--- config.mk ---
export PLATFORM = sky130hd
export DESIGN_NAME = lltirq_top
export DESIGN_NICKNAME = d
export VERILOG_FILES = /design/src/design/lltirq_pkg.sv /design/src/design/lltirq_top.sv
export VERILOG_INCLUDE_DIRS = /design/src /design/src/design
export SDC_FILE = /design/constraint.sdc
export NUM_CORES = 1
export LEC_CHECK = 0
export BUFFER_PORTS_ARGS = -buffer_cell sky130_fd_sc_hd__buf_2
export CAP_MARGIN = 20
export CORE_MARGIN = 2
export CORE_UTILIZATION = 50
export DETAILED_ROUTE_END_ITERATION = 6
export MAX_ROUTING_LAYER = met4
export PLACE_DENSITY = 0.79
export SYNTH_ARGS = -nofsm -noshare
export SYNTH_HDL_FRONTEND = slang
export SYNTH_SLANG_ARGS = --single-unit
--- constraint.sdc ---
create_clock -name ref_clk -period 1.1 [get_ports ref_clk]
set_clock_uncertainty 0.1 [all_clocks]
set_input_delay 0.22 -clock ref_clk [delete_from_list [all_inputs] [get_ports ref_clk]]
set_output_delay 0.22 -clock ref_clk [all_outputs]
set_load 0.005 [all_outputs]
--- src/design/lltirq_params.svh ---
// Constants for the line level threshold interrupt block.
`ifndef LLTIRQ_PARAMS_SVH
`define LLTIRQ_PARAMS_SVH
`define LLTIRQ_ADDR_W        8
`define LLTIRQ_DATA_W        8
`define LLTIRQ_OFS_LEVEL     8'h2B
`define LLTIRQ_OFS_CONTROL   8'h2C
`define LLTIRQ_LEVEL_RESET   8'h00
`define LLTIRQ_BIT_FLAG      3
`define LLTIRQ_BIT_SOURCE    2
`define LLTIRQ_BIT_MASK      1
`define LLTIRQ_BIT_DIR       0
`define LLTIRQ_ZERO8         8'h00
`endif

--- src/design/lltirq_pkg.sv ---
// Types shared by the line level threshold interrupt block.
package lltirq_pkg;
    typedef struct packed {
        logic       flag;
        logic       source;
        logic       mask;
        logic       dir;
    } lltirq_ctrl_t;

    typedef struct packed {
        logic [7:0] addr;
        logic [7:0] wdata;
        logic       wr;
        logic       rd;
    } lltirq_req_t;
endpackage : lltirq_pkg

--- src/design/lltirq_top.sv ---
// Line current or voltage threshold monitor with a sticky flag and a masked pin request.
`timescale 1ns/1ps
`include "lltirq_params.svh"

// Operation
// - An 8-bit software-writable threshold level is the comparison level.
// - Source select 0 compares the line current, 1 compares the line voltage.
// - Direction 0 triggers when the absolute measurement falls below the threshold.
// - Direction 1 triggers when the absolute measurement rises above the threshold.
// - A crossing sets the flag at bit 3, which reads 0 while no crossing occurred.
// - The flag stays set until software writes 0 to it.
// - The pin requests an interrupt when flag, mask and global enable are all 1.
// - With the mask at 0 no pin interrupt is produced for a crossing.
module lltirq_top #(
    parameter int MEAS_W = 8
) (
    // Clock, enable and reset.
    input  wire logic               ref_clk,
    input  wire logic               clk_en,
    input  wire logic               rst_b,
    // Register port.
    input  wire logic [7:0]         reg_addr,
    input  wire logic [7:0]         reg_wdata,
    input  wire logic               reg_wr,
    input  wire logic               reg_rd,
    output logic      [7:0]         reg_rdata,
    // Measurements, signed two's complement, and their update strobe.
    input  wire logic [MEAS_W-1:0]  line_current_value,
    input  wire logic [MEAS_W-1:0]  line_voltage_value,
    input  wire logic               meas_update,
    input  wire logic               global_irq_enable,
    // Shared interrupt pin request.
    output logic                    shared_irq_pin
);

    // ------------------------------------------------------------
    // Reset release
    // ------------------------------------------------------------
    logic rst_s1_q;
    logic rst_n_q;

    always_ff @(posedge ref_clk or negedge rst_b) begin
        if (!rst_b) begin
            rst_s1_q <= 1'b0;
            rst_n_q  <= 1'b0;
        end else begin
            rst_s1_q <= 1'b1;
            rst_n_q  <= rst_s1_q;
        end
    end

    // ------------------------------------------------------------
    // Helpers
    // ------------------------------------------------------------
    function automatic logic [MEAS_W-1:0] abs_val(input logic [MEAS_W-1:0] v);
        abs_val = v[MEAS_W-1] ? MEAS_W'(-v) : v;
    endfunction : abs_val

    lltirq_pkg::lltirq_req_t req;
    assign req = '{addr: reg_addr, wdata: reg_wdata, wr: reg_wr, rd: reg_rd};

    logic wr_level;
    logic wr_ctrl;
    assign wr_level = clk_en && req.wr && (req.addr == `LLTIRQ_OFS_LEVEL);
    assign wr_ctrl  = clk_en && req.wr && (req.addr == `LLTIRQ_OFS_CONTROL);

    // ------------------------------------------------------------
    // Registers
    // ------------------------------------------------------------
    logic [7:0]               level_q;
    lltirq_pkg::lltirq_ctrl_t ctrl_q;

    always_ff @(posedge ref_clk or negedge rst_n_q) begin
        if (!rst_n_q) begin
            level_q <= `LLTIRQ_LEVEL_RESET;
        end else if (wr_level) begin
            level_q <= req.wdata;
        end
    end

    always_ff @(posedge ref_clk or negedge rst_n_q) begin
        if (!rst_n_q) begin
            ctrl_q.source <= 1'b0;
            ctrl_q.mask   <= 1'b0;
            ctrl_q.dir    <= 1'b0;
        end else if (wr_ctrl) begin
            ctrl_q.source <= req.wdata[`LLTIRQ_BIT_SOURCE];
            ctrl_q.mask   <= req.wdata[`LLTIRQ_BIT_MASK];
            ctrl_q.dir    <= req.wdata[`LLTIRQ_BIT_DIR];
        end
    end

    // ------------------------------------------------------------
    // Compare and crossing detection
    // ------------------------------------------------------------
    logic [MEAS_W-1:0] meas_abs;
    logic [MEAS_W-1:0] level_ext;
    logic              cond;
    logic              cond_q;
    logic              crossing;

    assign meas_abs  = abs_val(ctrl_q.source ? line_voltage_value
                                             : line_current_value);
    assign level_ext = MEAS_W'(level_q);
    assign cond      = ctrl_q.dir ? (meas_abs > level_ext)
                                  : (meas_abs < level_ext);
    assign crossing  = clk_en && meas_update && cond && !cond_q;

    always_ff @(posedge ref_clk or negedge rst_n_q) begin
        if (!rst_n_q) begin
            cond_q <= 1'b0;
        end else if (clk_en && meas_update) begin
            cond_q <= cond;
        end
    end

    // Set wins over a clear written in the same cycle.
    always_ff @(posedge ref_clk or negedge rst_n_q) begin
        if (!rst_n_q) begin
            ctrl_q.flag <= 1'b0;
        end else if (crossing) begin
            ctrl_q.flag <= 1'b1;
        end else if (wr_ctrl && !req.wdata[`LLTIRQ_BIT_FLAG]) begin
            ctrl_q.flag <= 1'b0;
        end
    end

    // ------------------------------------------------------------
    // Pin request and read data
    // ------------------------------------------------------------
    always_ff @(posedge ref_clk or negedge rst_n_q) begin
        if (!rst_n_q) begin
            shared_irq_pin <= 1'b0;
        end else if (clk_en) begin
            shared_irq_pin <= ctrl_q.flag
                              && ctrl_q.mask
                              && global_irq_enable;
        end
    end

    always_ff @(posedge ref_clk or negedge rst_n_q) begin
        if (!rst_n_q) begin
            reg_rdata <= `LLTIRQ_ZERO8;
        end else if (clk_en) begin
            if (req.rd && req.addr == `LLTIRQ_OFS_LEVEL) begin
                reg_rdata <= level_q;
            end else if (req.rd && req.addr == `LLTIRQ_OFS_CONTROL) begin
                reg_rdata <= {4'h0, ctrl_q};
            end else begin
                reg_rdata <= `LLTIRQ_ZERO8;
            end
        end
    end

    // ------------------------------------------------------------
    // Checks
    // ------------------------------------------------------------
    chk_flag_sets: assert property (@(posedge ref_clk) disable iff (!rst_n_q)
        crossing |=> ctrl_q.flag)
        else $error("flag not set after crossing");

    chk_flag_sticky: assert property (@(posedge ref_clk) disable iff (!rst_n_q)
        (ctrl_q.flag && !(wr_ctrl && !req.wdata[`LLTIRQ_BIT_FLAG])) |=> ctrl_q.flag)
        else $error("flag dropped without a clear");

    chk_flag_clears: assert property (@(posedge ref_clk) disable iff (!rst_n_q)
        (wr_ctrl && !req.wdata[`LLTIRQ_BIT_FLAG] && !crossing) |=> !ctrl_q.flag)
        else $error("flag not cleared by write of zero");

    chk_pin_masked: assert property (@(posedge ref_clk) disable iff (!rst_n_q)
        (clk_en && !ctrl_q.mask) |=> !shared_irq_pin)
        else $error("pin raised while masked");

    chk_pin_raise: assert property (@(posedge ref_clk) disable iff (!rst_n_q)
        (clk_en && ctrl_q.flag && ctrl_q.mask && global_irq_enable) |=> shared_irq_pin)
        else $error("pin not raised");

    chk_pin_gated: assert property (@(posedge ref_clk) disable iff (!rst_n_q)
        (clk_en && !global_irq_enable) |=> !shared_irq_pin)
        else $error("pin raised while globally disabled");

    chk_pin_withdraw: assert property (@(posedge ref_clk) disable iff (!rst_n_q)
        (clk_en && !ctrl_q.flag) |=> !shared_irq_pin)
        else $error("pin held without a flag");

    chk_level_write: assert property (@(posedge ref_clk) disable iff (!rst_n_q)
        wr_level |=> level_q == $past(reg_wdata))
        else $error("threshold not stored");

    chk_level_read: assert property (@(posedge ref_clk) disable iff (!rst_n_q)
        (clk_en && req.rd && req.addr == `LLTIRQ_OFS_LEVEL) |=> reg_rdata == $past(level_q))
        else $error("threshold read back wrong");

    chk_flag_read: assert property (@(posedge ref_clk) disable iff (!rst_n_q)
        (clk_en && req.rd && req.addr == `LLTIRQ_OFS_CONTROL)
        |=> reg_rdata[`LLTIRQ_BIT_FLAG] == $past(ctrl_q.flag))
        else $error("flag read back wrong");

    chk_below_trig: assert property (@(posedge ref_clk) disable iff (!rst_n_q)
        (clk_en && meas_update && !ctrl_q.dir && !cond_q
         && abs_val(ctrl_q.source ? line_voltage_value : line_current_value) < level_ext)
        |=> ctrl_q.flag)
        else $error("falling crossing missed");

    chk_above_trig: assert property (@(posedge ref_clk) disable iff (!rst_n_q)
        (clk_en && meas_update && ctrl_q.dir && !cond_q && ctrl_q.source
         && abs_val(line_voltage_value) > level_ext) |=> ctrl_q.flag)
        else $error("rising crossing missed");

    chk_current_above: assert property (@(posedge ref_clk) disable iff (!rst_n_q)
        (clk_en && meas_update && ctrl_q.dir && !cond_q && !ctrl_q.source
         && abs_val(line_current_value) > level_ext) |=> ctrl_q.flag)
        else $error("current crossing missed");

    chk_edge_only: assert property (@(posedge ref_clk) disable iff (!rst_n_q)
        (!ctrl_q.flag && cond_q && !(wr_ctrl && req.wdata[`LLTIRQ_BIT_FLAG])) |=> !ctrl_q.flag
        || $past(crossing))
        else $error("flag set without new crossing");

    chk_freeze_level: assert property (@(posedge ref_clk) disable iff (!rst_n_q)
        !clk_en |=> $stable(level_q))
        else $error("threshold moved while frozen");

    chk_freeze_flag: assert property (@(posedge ref_clk) disable iff (!rst_n_q)
        !clk_en |=> $stable(ctrl_q.flag) && $stable(shared_irq_pin))
        else $error("flag or pin moved while frozen");

endmodule : lltirq_top

# Yosys cells after proc, flatten, opt, wreduce, memory -nomap -nowiden
# Cells that the tools add are included.
op_classes:
  add_sub_neg: 1
  magnitude_cmp: 2
  eq_ne: 2
  n_mux: 7
  n_reduce_logical: 14
ops:
  columns: ["operator", "n"]
  rows:
  - ["8-bit 2-to-1 mux", 3]
  - ["8-bit by 6-bit == test with 1-bit output (second input constant)", 2]
  - ["1-bit logical AND", 11]
  - ["8-bit greater-than comparator", 1]
  - ["8-bit < comparator", 1]
  - ["8-bit negation", 1]
  - ["4-bit 2-to-1 mux", 1]
  - ["1-bit 2-to-1 mux", 3]
  - ["1-bit zero test", 2]
  - ["2-bit nonzero test", 1]
totals:
  register_bits: 24
  input_bits: 39
  out_inout_bits: 9
  wordCells: 36

# Logic depth before layout (Yosys ltp)
# Gate-level depths: netlist (run 1).
logic_depth:
  depth_word: 8
  ltp_mapped: 12
  ltp_nobuf: 11

# Least setup slack after synthesis (run 1)
# OpenSTA, ideal clock, no wires.
synth_timing:
  path_type: "reg2reg"
  from: "register ctrl_q[2] (netlist bit)"
  to: "register ctrl_q[3] (netlist bit)"
  setup_time_ns: 0.083
  t_arrival_ns: 2.459
  required_ns: 0.917
  setup_slack_ns: -1.541
  path_stages_with_launch: 13
  path_buffers: 1
  period_less_slack_ns: 2.641
  cell_sequence: "dfrtp_1 buf_2 mux2i_1 ha_1 nand2_1 o21ai_0 xor2_1 ha_1 nand4_1 o21bai_1 o221ai_1 o41a_1 o21ai_0"
synth_via:
  elab_chain_len: 8
  word_cells_on_any_way: 10
  classes_between: "add/sub: 1; order compare: 2; mux: 4; reduce/logical: 3"
synth_lines:
  columns: ["item", "line", "source"]
  rows:
  - ["start: declaration", "lltirq_top.sv:71", "lltirq_pkg::lltirq_ctrl_t ctrl_q;"]
  - ["8-bit 2-to-1 mux *", "lltirq_top.sv:102", "assign meas_abs = abs_val(ctrl_q.source ? line_voltage_value"]
  - ["8-bit negation", "lltirq_top.sv:56", "abs_val = v[MEAS_W-1] ? MEAS_W'(-v) : v;"]
  - ["8-bit 2-to-1 mux *", "lltirq_top.sv:56", null]
  - ["8-bit < comparator or 8-bit greater-than comparator (tied branches)", "lltirq_top.sv:106, lltirq_top.sv:105", null]
  - ["1-bit 2-to-1 mux *", "lltirq_top.sv:105", "assign cond = ctrl_q.dir ? (meas_abs > level_ext)"]
  - ["1-bit logical AND * (2 in a row)", "lltirq_top.sv:107", "assign crossing = clk_en && meas_update && cond && !cond_q;"]
  - ["1-bit 2-to-1 mux or 2-bit nonzero test (tied branches)", null, null]
# Mark *: on every way between the ends. The rest lies on a longest branch, timed or not.
# A chain may end at the register's enable or synchronous reset.

# Final worst setup path (run 1)
# Ends and elaborated chain as after synthesis.

==> results of run 1 <==
-- flip-flops by register name, summed over array words and instances (netlist names) --
register,count
level_ext,8
cond_q,1
shared_irq_pin,1
reg_rdata,8
rst_n_q,1
rst_s1_q,1
ctrl_q,4
-- area by class of cell --
| type | count | share of cell area |
|---|---|---|
| clock buffer | 3 | 0.00975 |
| sequential | 24 | 0.260 |
| timing repair buffer | 92 | 0.263 |
| tap | 31 | 0.0168 |
| multi-input combinational | 99 | 0.410 |
| inverter | 17 | 0.0276 |
| clock inverter | 1 | 0.0130 |
-- worst min path at each step --
stage              endpoint         start
6_report       level_ext[4]  reg_wdata[4]
5_1_grt        level_ext[4]  reg_wdata[4]
4_1_cts        level_ext[4]  reg_wdata[4]
3_5_place_dp       rst_s1_q         rst_b
3_3_place_gp       rst_s1_q         rst_b
2_1_floorplan       rst_n_q         rst_b
-- kinds of logic after synthesis --
kind of cell	synth area share
AO/OA/AOI/OAI	0.142
XOR/XNOR	0.0298
adder cells (fa/ha/maj)	0.0765
buffers and inverters	0.0570
flip-flops	0.408
multiplexers	0.160
other	0.00255
AND/OR/NAND/NOR	0.124
-- critical path, stage by stage (launching register included) --
cell and delay [ns]:
dfrtp_2 0.56, mux2i_4 0.36, ha_4 0.21, nand2_4 0.05
o21ai_2 0.14, xor2_1 0.20, ha_1 0.29, nand4_1 0.17
o21bai_4 0.16, o221ai_2 0.11, o41a_1 0.32, o21ai_1 0.10
-- routing by layer --
metal,global-route usage,routed length (µm),vias up
met5,-,0,-
met4,0.146,229,0
met3,0.0603,378,33
met2,0.492,2660,108
met1,0.293,1710,734
li1,-,-,696
-- where the power goes --
| part | internal (mW) | leakage (nW) | switching [mW] | total, mW |
|---|---|---|---|---|
| clock | 0.369 | 0.0279 | 0.277 | 0.646 |
| sequential | 0.909 | 0.322 | 0.0241 | 0.933 |
| combinational | 0.241 | 0.778 | 0.256 | 0.497 |
-- metrics by stage --
stage | setup WS (ns) | setup TNS [ns] | hold WS, ns | power, mW
floorplan | -1.39 | -8.47 | -0.176 | 1.15
global placement | -1.56 | -13.31 | -0.0952 | 1.31
detailed placement | -1.74 | -14.62 | -0.0925 | 1.33
CTS | -1.57 | -7.25 | 0.0176 | 2.01
global route | -1.86 | -9.20 | 0.0156 | 2.15
finish | -1.76 | -8.41 | 0.0203 | 2.08
-- timing repair --
| item | 4_1_cts | 5_1_grt |
|---|---|---|
| buffers inserted | 10 | 7 |
| hold buffers | 1 | 0 |
| resized for setup | 32 | 11 |
| cloned | 0 | 0 |
| pin swaps | 11 | 11 |
| endpoints found under the hold margin | 2 | 0 |
| endpoints found under the setup margin | 30 | 30 |
-- cell usage in the layout (no fill, tap or decap), drive strengths merged, types with 3 or more instances in the layout --
| cell | n |
|---|---|
| buf | 91 |
| dfrtp | 24 |
| o21ai | 18 |
| inv | 17 |
| mux2 | 12 |
| nand2 | 12 |
| ha | 9 |
| mux2i | 7 |
| a22oi | 4 |
| nand4 | 4 |
| xor2 | 3 |
| clkbuf | 3 |
| nand3 | 3 |
==> flow_summary_export.csv, run 1 <==
group,metric,value,unit
critical_path,crit_end,"ctrl_q[3]",
logic_synthesis,synthesis.area,1470,µm²
sta,fin_ws,-1.76,ns
grt,track_usage,0.281,
logic_synthesis,synthTopCellsByArea,"dfrtp_1 (41%), mux2_4 (8.2%), ha_1 (7.7%), o21ai_0 (6.1%), mux2i_1 (4.8%)",
critical_path,arrival,3.01,ns
place,placed_cells,247,
job,maxCapViolations,0,
die,ios,48,
place,place_area,1990,µm²
critical_path,setup.worst_path.class,"flip-flop to flip-flop",
sta,final-setup-viol-count,30,
logic_synthesis,synthCells,143,
sta,maxSlewViolCount,0,
die,coreArea,2780,µm²
logic_synthesis,synth.most_common_cell,"dfrtp_1",
clocking,cts_buffer_depth,2,
grt,grt_pass1_wl,7030,µm
critical_path,r2r_end,"ctrl_q[3]",
cells_and_area,multi_input_area,947,µm²
sta,period_minus_slack,2.86,ns
cells_and_area,stdcell_area,2310,µm²
die,die_area,3390,µm²
detailed_routing,viasPerCell,5.88,
clocking,tritoncts,"done",
critical_path,r2r_cells,11,
clocking,numClockSinks,24,
place,dp_hpwl,2890,µm
clocking,cts-root-buf,"clkbuf_4",
cells_and_area,fin_util,0.831,
grt,grt_antenna_before_repair,0,
logic_synthesis,ys.warnings.count,0,
logic_synthesis,synth_largest_area_cell,"dfrtp_1",
detailed_routing,finalWirelength,4980,µm
cells_and_area,fin_nets,285,
grt,grt_pass1_vias,1633,
grt,grt.overflow.total,0,
logic_synthesis,synth_ff_type,"dfrtp_1",
place,io_buffers,47,
cells_and_area,fin_cells,267,
critical_path,rrSetupSlack,-1.76,ns
clocking,clk_pin_slew,0.14,ns
detailed_routing,vias,1571,
critical_path,endpoint_kind,"flip-flop",
critical_path,critPathLaunch,"ctrl_q[2]",
sta,period_share,2.60,
logic_synthesis,synth_top_area_frac,0.408,
critical_path,worstPathMaxFanout,8,
place,gp_congestion,0.833,
die,die_x,58.2,µm
detailed_routing,first_pass_iters,4,
detailed_routing,drt-initial-drc-count,108,
logic_synthesis,ys_async_sr_fraction,1.00,
sta,hold_viol,0,
cells_and_area,fillers,150,
clocking,cts_buffers,3,
sta,fmax,349,MHz
die,start_util,0.529,
clocking,cts_max_level,1,
cells_and_area,diodes,0,
cells_and_area,seqCellArea,602,µm²
critical_path,cp.required,1.25,ns
outcome,violations,"negative setup slack",
logic_synthesis,syn_avg_cell_area,10.3,µm²
sta,rsz0062_at_grt,"yes",
power,irDropWorstVdd,0.777,mV
outcome,status,"finished with violations",
logic_synthesis,synth-seq-cells,24,
logic_synthesis,yosys-top-cells-count,"dfrtp_1 (24), o21ai_0 (18), inv_1 (17)",
clocking,clk_latency,0.32,ns
cells_and_area,syn_to_final_growth,57.1,%
logic_synthesis,syn_nets,191,
critical_path,critPathLaunchType,"flip-flop",
detailed_routing,avgRoutedWirePerCell,18.7,µm
grt,grt_start_max_net_pins,23,
logic_synthesis,synth_seq_area_share,0.408,
min_path,hp-class,"input port to flip-flop",
logic_synthesis,synth_edf_count,0,
die,rows,19,
detailed_routing,final_antenna_net_count,0,
power,pwr_density_cell,898,nW/µm²
min_path,whs_path_depth,2,
power,cellLeakagePower,1.13,nW
critical_path,r2r_start,"ctrl_q[2]",
die,die_y,58.2,µm
cells_and_area,final_layout_size_suffix_gt1_frac,0.576,
logic_synthesis,ys_types,36,
detailed_routing,drc,0,
No activity file was read; power rests on OpenSTA's default activity.
==> run 2: changes to the inputs <==
--- a/config.mk
+++ b/config.mk
@@ -6,10 +6,11 @@
 export SDC_FILE = /design/constraint.sdc
 export NUM_CORES = 1
 export LEC_CHECK = 0
+export ABC_AREA = 1
 export BUFFER_PORTS_ARGS = -buffer_cell sky130_fd_sc_hd__buf_2
 export CAP_MARGIN = 20
 export CORE_MARGIN = 2
-export CORE_UTILIZATION = 50
+export CORE_UTILIZATION = 51
 export DETAILED_ROUTE_END_ITERATION = 6
 export MAX_ROUTING_LAYER = met4
 export PLACE_DENSITY = 0.79
==> run 2 against run 1 <==
Against the previous run:
- the flow still finishes with violations (negative setup slack)
- flip-flop and latch count stayed put
- global-route usage down 7.3 points
- core utilization shrank 8.9 points
- synthesized cell count increased by 36%
==> flow_summary_export.csv, run 2 <==
group,metric,value,unit
critical_path,crit_cells,16,
sta,fmax,381,MHz
place,dp_hpwl,2840,µm
die,rows,20,
clocking,cts_buffers,3,
critical_path,arrival,2.74,ns
sta,rsz0062_at_grt,"yes",
critical_path,cp_top_family,"simple AND/OR/NAND/NOR gates",
logic_synthesis,synth_compound_area_frac,0.103,
logic_synthesis,synth-xor-area-share,0.0214,
logic_synthesis,yosys.area_share.simple,0.327,
logic_synthesis,synth_seq_area_share,0.367,
logic_synthesis,synth_largest_area_cell,"dfrtp_1",
clocking,cts_max_level,1,
critical_path,crit_path_cell_trace,"or2_1 > o21ai_2 > ha_2 > inv_2 > nor2_4 > nand3_2 > nand2_2 > xor2_1 > inv_1 > ha_4 > a21oi_1 > nor2_1 > nor2_1 > nand3_1 > nand4_1 > nand2_1",
cells_and_area,syn_to_final_growth,38.3,%
grt,grt_antenna_before_repair,0,
sta,period_minus_slack,2.63,ns
critical_path,r2r_end,"ctrl_q[3]",
sta,whs,0.0243,ns
sta,period_share,2.39,
power,cellLeakagePower,1.28,nW
job,maxCapViolations,0,
logic_synthesis,synth_fa_ha_area_frac,0.0688,
cells_and_area,fin_nets,325,
clocking,tritoncts,"done",
detailed_routing,vias,1537,
logic_synthesis,synthesis.area,1640,µm²
die,start_util,0.536,
power,pwr_density_cell,787,nW/µm²
cells_and_area,final_layout_size_suffix_gt1_frac,0.495,
die,coreArea,3050,µm²
grt,grt_start_max_net_pins,23,
min_path,hold_end,"level_ext[4]",
sta,maxSlewViolCount,0,
cells_and_area,stdcell_area,2260,µm²
logic_synthesis,syn_avg_cell_area,8.40,µm²
critical_path,r2r_start,"ctrl_q[2]",
detailed_routing,drc,0,
place,gp_congestion,0.881,
detailed_routing,final_antenna_net_count,0,
detailed_routing,avgRoutedWirePerCell,10.9,µm
logic_synthesis,synthCells,195,
cells_and_area,final_cell_mix,"buf_2 (47), nand2_1 (36), buf_4 (32)",
place,io_buffers,47,
logic_synthesis,synth_ff_type,"dfrtp_1",
cells_and_area,diodes,0,
detailed_routing,first_pass_iters,4,
critical_path,cp_slowest_cell,"dfrtp_1",
outcome,violations,"negative setup slack",
logic_synthesis,yosys-top-cells-count,"nand2_1 (42), dfrtp_1 (24), inv_1 (23)",
place,place_area,2130,µm²
logic_synthesis,ys_types,31,
clocking,clk_pin_slew,0.13,ns
logic_synthesis,synth_top_area_frac,0.367,
critical_path,critPathLaunchType,"flip-flop",
min_path,whs_path_depth,3,
detailed_routing,drt-initial-drc-count,53,
die,die_area,3680,µm²
detailed_routing,finalWirelength,3490,µm
logic_synthesis,synth_top_family_by_area,"simple AND/OR/NAND/NOR gates",
critical_path,setup.worst_path.class,"flip-flop to flip-flop",
logic_synthesis,muxShareOfSynthArea,0.0275,
cells_and_area,layout_commonest_cell,"buf_2",
logic_synthesis,ys_async_sr_fraction,1.00,
grt,track_usage,0.207,
detailed_routing,viasPerCell,4.82,
logic_synthesis,synth_edf_count,0,
clocking,numClockSinks,24,
logic_synthesis,synth.most_common_cell,"nand2_1",
critical_path,endpoint_kind,"flip-flop",
min_path,hp-class,"input port to flip-flop",
die,ios,48,
clocking,cts-root-buf,"clkbuf_4",
sta,final-setup-viol-count,11,
logic_synthesis,syn_nets,243,
critical_path,rrSetupSlack,-1.53,ns
critical_path,cp.required,1.21,ns
grt,grt_pass1_vias,1438,
power,total_power,1.78,mW
min_path,min_from,"reg_wdata[4]",
cells_and_area,fin_util,0.742,
clocking,cts_buffer_depth,2,
grt,grt_pass1_wl,5640,µm
cells_and_area,fillers,267,
critical_path,worstPathMaxFanout,5,
critical_path,cp.buffers_inverters,2,
logic_synthesis,synthTopCellsByArea,"dfrtp_1 (37%), nand2_1 (9.6%), ha_1 (6.9%), inv_1 (5.3%), nand2_2 (3.8%)",
critical_path,critPathMaxStageDelay,0.45,ns
critical_path,r2r_cells,16,
critical_path,crit_top_cell,"nor2_1",
logic_synthesis,ys.warnings.count,0,
grt,grt.overflow.total,0,
die,die_x,60.7,µm
outcome,status,"finished with violations",
power,irDropWorstVdd,0.528,mV
sta,fin_ws,-1.53,ns
logic_synthesis,synth-seq-cells,24,
die,die_y,60.7,µm
sta,hold_viol,0,
clocking,clk_latency,0.31,ns
run 2: timing repair:
item                                    4_1_cts  5_1_grt
gates resized for setup                       1       14
hold buffers                                  1        0
pin swaps                                     1       15
endpoints found under the hold margin         2        0
setup buffers                                 2        2
endpoints found under the setup margin       11       11
run 2: final cells by class:
cell class	instances	area, µm²	area share
flip-flops and latches	24	601	0.265
multi-input cells	140	996	0.440
inverters	28	105	0.0464
repair buffers	80	485	0.214
well taps	44	55.1	0.0243
clock buffers	3	22.5	0.00994
run 2: worst max-delay path by stage:
stage,from,endpoint,slack [ns]
final,ctrl_q[2],ctrl_q[3],-1.53
after global placement,ctrl_q[2],cond_q,-1.26
after CTS,ctrl_q[2],cond_q,-1.37
after global routing,ctrl_q[2],ctrl_q[3],-1.68
after detailed placement,ctrl_q[2],cond_q,-1.36
after floorplan,ctrl_q[2],cond_q,-1.20
run 2: logic make-up (layout without fill, tap and decap cells):
group / Yosys count / count (layout)
AO/OA/AOI/OAI: 28 / 28
XOR/XNOR: 4 / 4
adder cells (fa/ha/maj): 9 / 9
buffers and inverters: 31 / 111
flip-flops: 24 / 24
multiplexers: 3 / 3
other: 1 / 1
AND/OR/NAND/NOR: 95 / 95
run 2: worst min-delay path: cells and delay by family:
kind	cells	cell delay (ns)
buffers and inverters	1	0.07
AOI/OAI and AO/OA	1	0.06
and+or+nand+nor	1	0.04
run 2: through the flow:
step | std cells | setup slack [ns] | setup TNS (ns)
2_1_floorplan | 195 | -1.20 | -2.53
3_3_place_gp | 311 | -1.26 | -5.05
3_5_place_dp | 311 | -1.36 | -5.72
4_1_cts | 317 | -1.37 | -3.16
5_1_grt | 319 | -1.68 | -4.19
6_report | 319 | -1.53 | -3.42
run 2: metal layers:
layer  global-route usage  up-vias  part of all wire
li1                     -      782                 -
met1                0.243      698              0.44
met2                0.356       49              0.49
met3               0.0405        8             0.055
met4               0.0652        0             0.019
met5                    -        -                 0
run 2: report_power, final:
| part | switching, mW | internal (mW) | leakage [nW] |
|---|---|---|---|
| clock network | 0.246 | 0.128 | 0.0138 |
| registers | 0.0182 | 0.917 | 0.282 |
| logic | 0.245 | 0.228 | 0.987 |
| total | 0.509 | 1.27 | 1.28 |
==> run 3: changes to the inputs <==
--- a/config.mk
+++ b/config.mk
@@ -12,7 +12,6 @@
 export CORE_MARGIN = 2
 export CORE_UTILIZATION = 51
 export DETAILED_ROUTE_END_ITERATION = 6
-export MAX_ROUTING_LAYER = met4
 export PLACE_DENSITY = 0.79
 export SYNTH_ARGS = -nofsm -noshare
 export SYNTH_HDL_FRONTEND = slang
==> run 3 against run 2 <==
Against the previous run:
- the run still ends with negative setup slack left
- combinational power about the same
- clock-buffer cell count unchanged
- via count unchanged
- non-clock buffer count unchanged
- largest power group unchanged
- final area unchanged
- die area unchanged
- first-iteration DRC count unchanged
- worst hold slack about the same
==> flow_summary_export.csv, run 3 (synthesized netlist as in run 2, its figures left out) <==
group,metric,value,unit
critical_path,endpoint_kind,"flip-flop",
clocking,tritoncts,"done",
cells_and_area,layout_commonest_cell,"buf_2",
cells_and_area,stdcell_area,2260,µm²
die,ios,48,
detailed_routing,first_pass_iters,4,
critical_path,arrival,2.74,ns
sta,fin_ws,-1.53,ns
grt,grt.overflow.total,0,
sta,hold_viol,0,
grt,track_usage,0.201,
min_path,hp-class,"input port to flip-flop",
die,coreArea,3050,µm²
power,cellLeakagePower,1.28,nW
critical_path,setup.worst_path.class,"flip-flop to flip-flop",
critical_path,critPathMaxStageDelay,0.45,ns
power,irDropWorstVdd,0.527,mV
die,die_area,3680,µm²
sta,fmax,380,MHz
sta,setup_tns,-3.42,ns
critical_path,crit_top_cell,"nor2_1",
cells_and_area,diodes,0,
detailed_routing,finalWirelength,3490,µm
cells_and_area,multi_input_area,996,µm²
sta,rsz0062_at_grt,"yes",
clocking,numClockSinks,24,
grt,grt_antenna_before_repair,0,
cells_and_area,seqCellArea,601,µm²
cells_and_area,fillers,267,
cells_and_area,final_layout_size_suffix_gt1_frac,0.495,
detailed_routing,drc,0,
critical_path,cp_slowest_cell,"dfrtp_1",
critical_path,worstPathMaxFanout,5,
die,die_x,60.7,µm
die,rows,20,
die,die_y,60.7,µm
cells_and_area,fin_util,0.742,
sta,period_minus_slack,2.63,ns
clocking,cts_buffer_depth,2,
place,placed_cells,311,
detailed_routing,viasPerCell,4.82,
power,pwr_density_cell,787,nW/µm²
place,place_ws,-1.36,ns
sta,maxSlewViolCount,0,
grt,grt_pass1_wl,5640,µm
cells_and_area,fin_nets,325,
place,io_buffers,47,
critical_path,critPathLaunchType,"flip-flop",
place,gp_congestion,0.867,
outcome,violations,"negative setup slack",
clocking,cts_max_level,1,
sta,final-setup-viol-count,11,
detailed_routing,drt-initial-drc-count,53,
cells_and_area,final_cell_mix,"buf_2 (47), nand2_1 (36), buf_4 (32)",
detailed_routing,avgRoutedWirePerCell,10.9,µm
job,maxCapViolations,0,
clocking,clk_pin_slew,0.13,ns
clocking,cts-root-buf,"clkbuf_4",
detailed_routing,final_antenna_net_count,0,
grt,grt_start_max_net_pins,23,
place,dp_hpwl,2840,µm
cells_and_area,fin_cells,319,
clocking,clk_latency,0.31,ns
critical_path,crit_path_cell_trace,"or2_1 > o21ai_2 > ha_2 > inv_2 > nor2_4 > nand3_2 > nand2_2 > xor2_1 > inv_1 > ha_4 > a21oi_1 > nor2_1 > nor2_1 > nand3_1 > nand4_1 > nand2_1",
critical_path,cp.required,1.21,ns
die,start_util,0.536,
sta,whs,0.0247,ns
place,place_area,2130,µm²
cells_and_area,syn_to_final_growth,38.3,%
power,total_power,1.78,mW
grt,grt_pass1_vias,1439,
sta,period_share,2.39,
clocking,cts_buffers,3,
detailed_routing,vias,1537,
outcome,status,"finished with violations",
-- run 3: cell counts in the layout (fill, tap and decap cells not counted) --
Identical to the previous run, type by type.
-- run 3: power breakdown --
| group | internal [mW] | switching, mW |
|---|---|---|
| Clock | 0.128 | 0.246 |
| Sequential | 0.917 | 0.0182 |
| Combinational | 0.228 | 0.245 |
| Total | 1.27 | 0.508 |
-- run 3: final cells by class --
cell class                      count  area share
Clock buffer                        3     0.00994
Inverter                           28      0.0464
Multi-Input combinational cell    140       0.440
Sequential cell                    24       0.265
Tap cell                           44      0.0243
Timing Repair Buffer               80       0.214
-- run 3: worst paths after layout --
path	startpoint	to	slack (ns)	cells past startpoint
max	ctrl_q[2]	ctrl_q[3]	-1.53	16
min	reg_wdata[4]	level_ext[4]	0.02	3
max reg2reg	ctrl_q[2]	ctrl_q[3]	-1.53	16
min reg2reg	rst_n_q	reg_rdata[2]	0.11	1
max in group asynchronous	rst_n_q	reg_rdata[5]	0.56	1
min in group asynchronous	rst_b	rst_n_q	0.10	2
-- run 3: per-layer routing --
metal,global-route usage,routed length (µm),share of wire
met1,0.243,1530,0.44
met2,0.356,1700,0.49
met3,0.0405,191,0.055
met4,0.0652,66,0.019
met5,0,0,0
-- run 3: repair_timing --
action	CTS	global route
pin swaps	1	15
setup endpoints to repair	11	11
endpoints found under the hold margin	2	0
hold buffers	1	0
setup buffers	2	2
gates resized for setup	1	14
-- run 3: critical path: cells and delay by family, from the launching register on --
family          cells  cell delay (ns)
buf+inv             2             0.12
compound gates      2             0.24
fa+ha+maj           2             0.35
flops               1             0.45
simple gates        9             1.12
xor+xnor            1             0.14
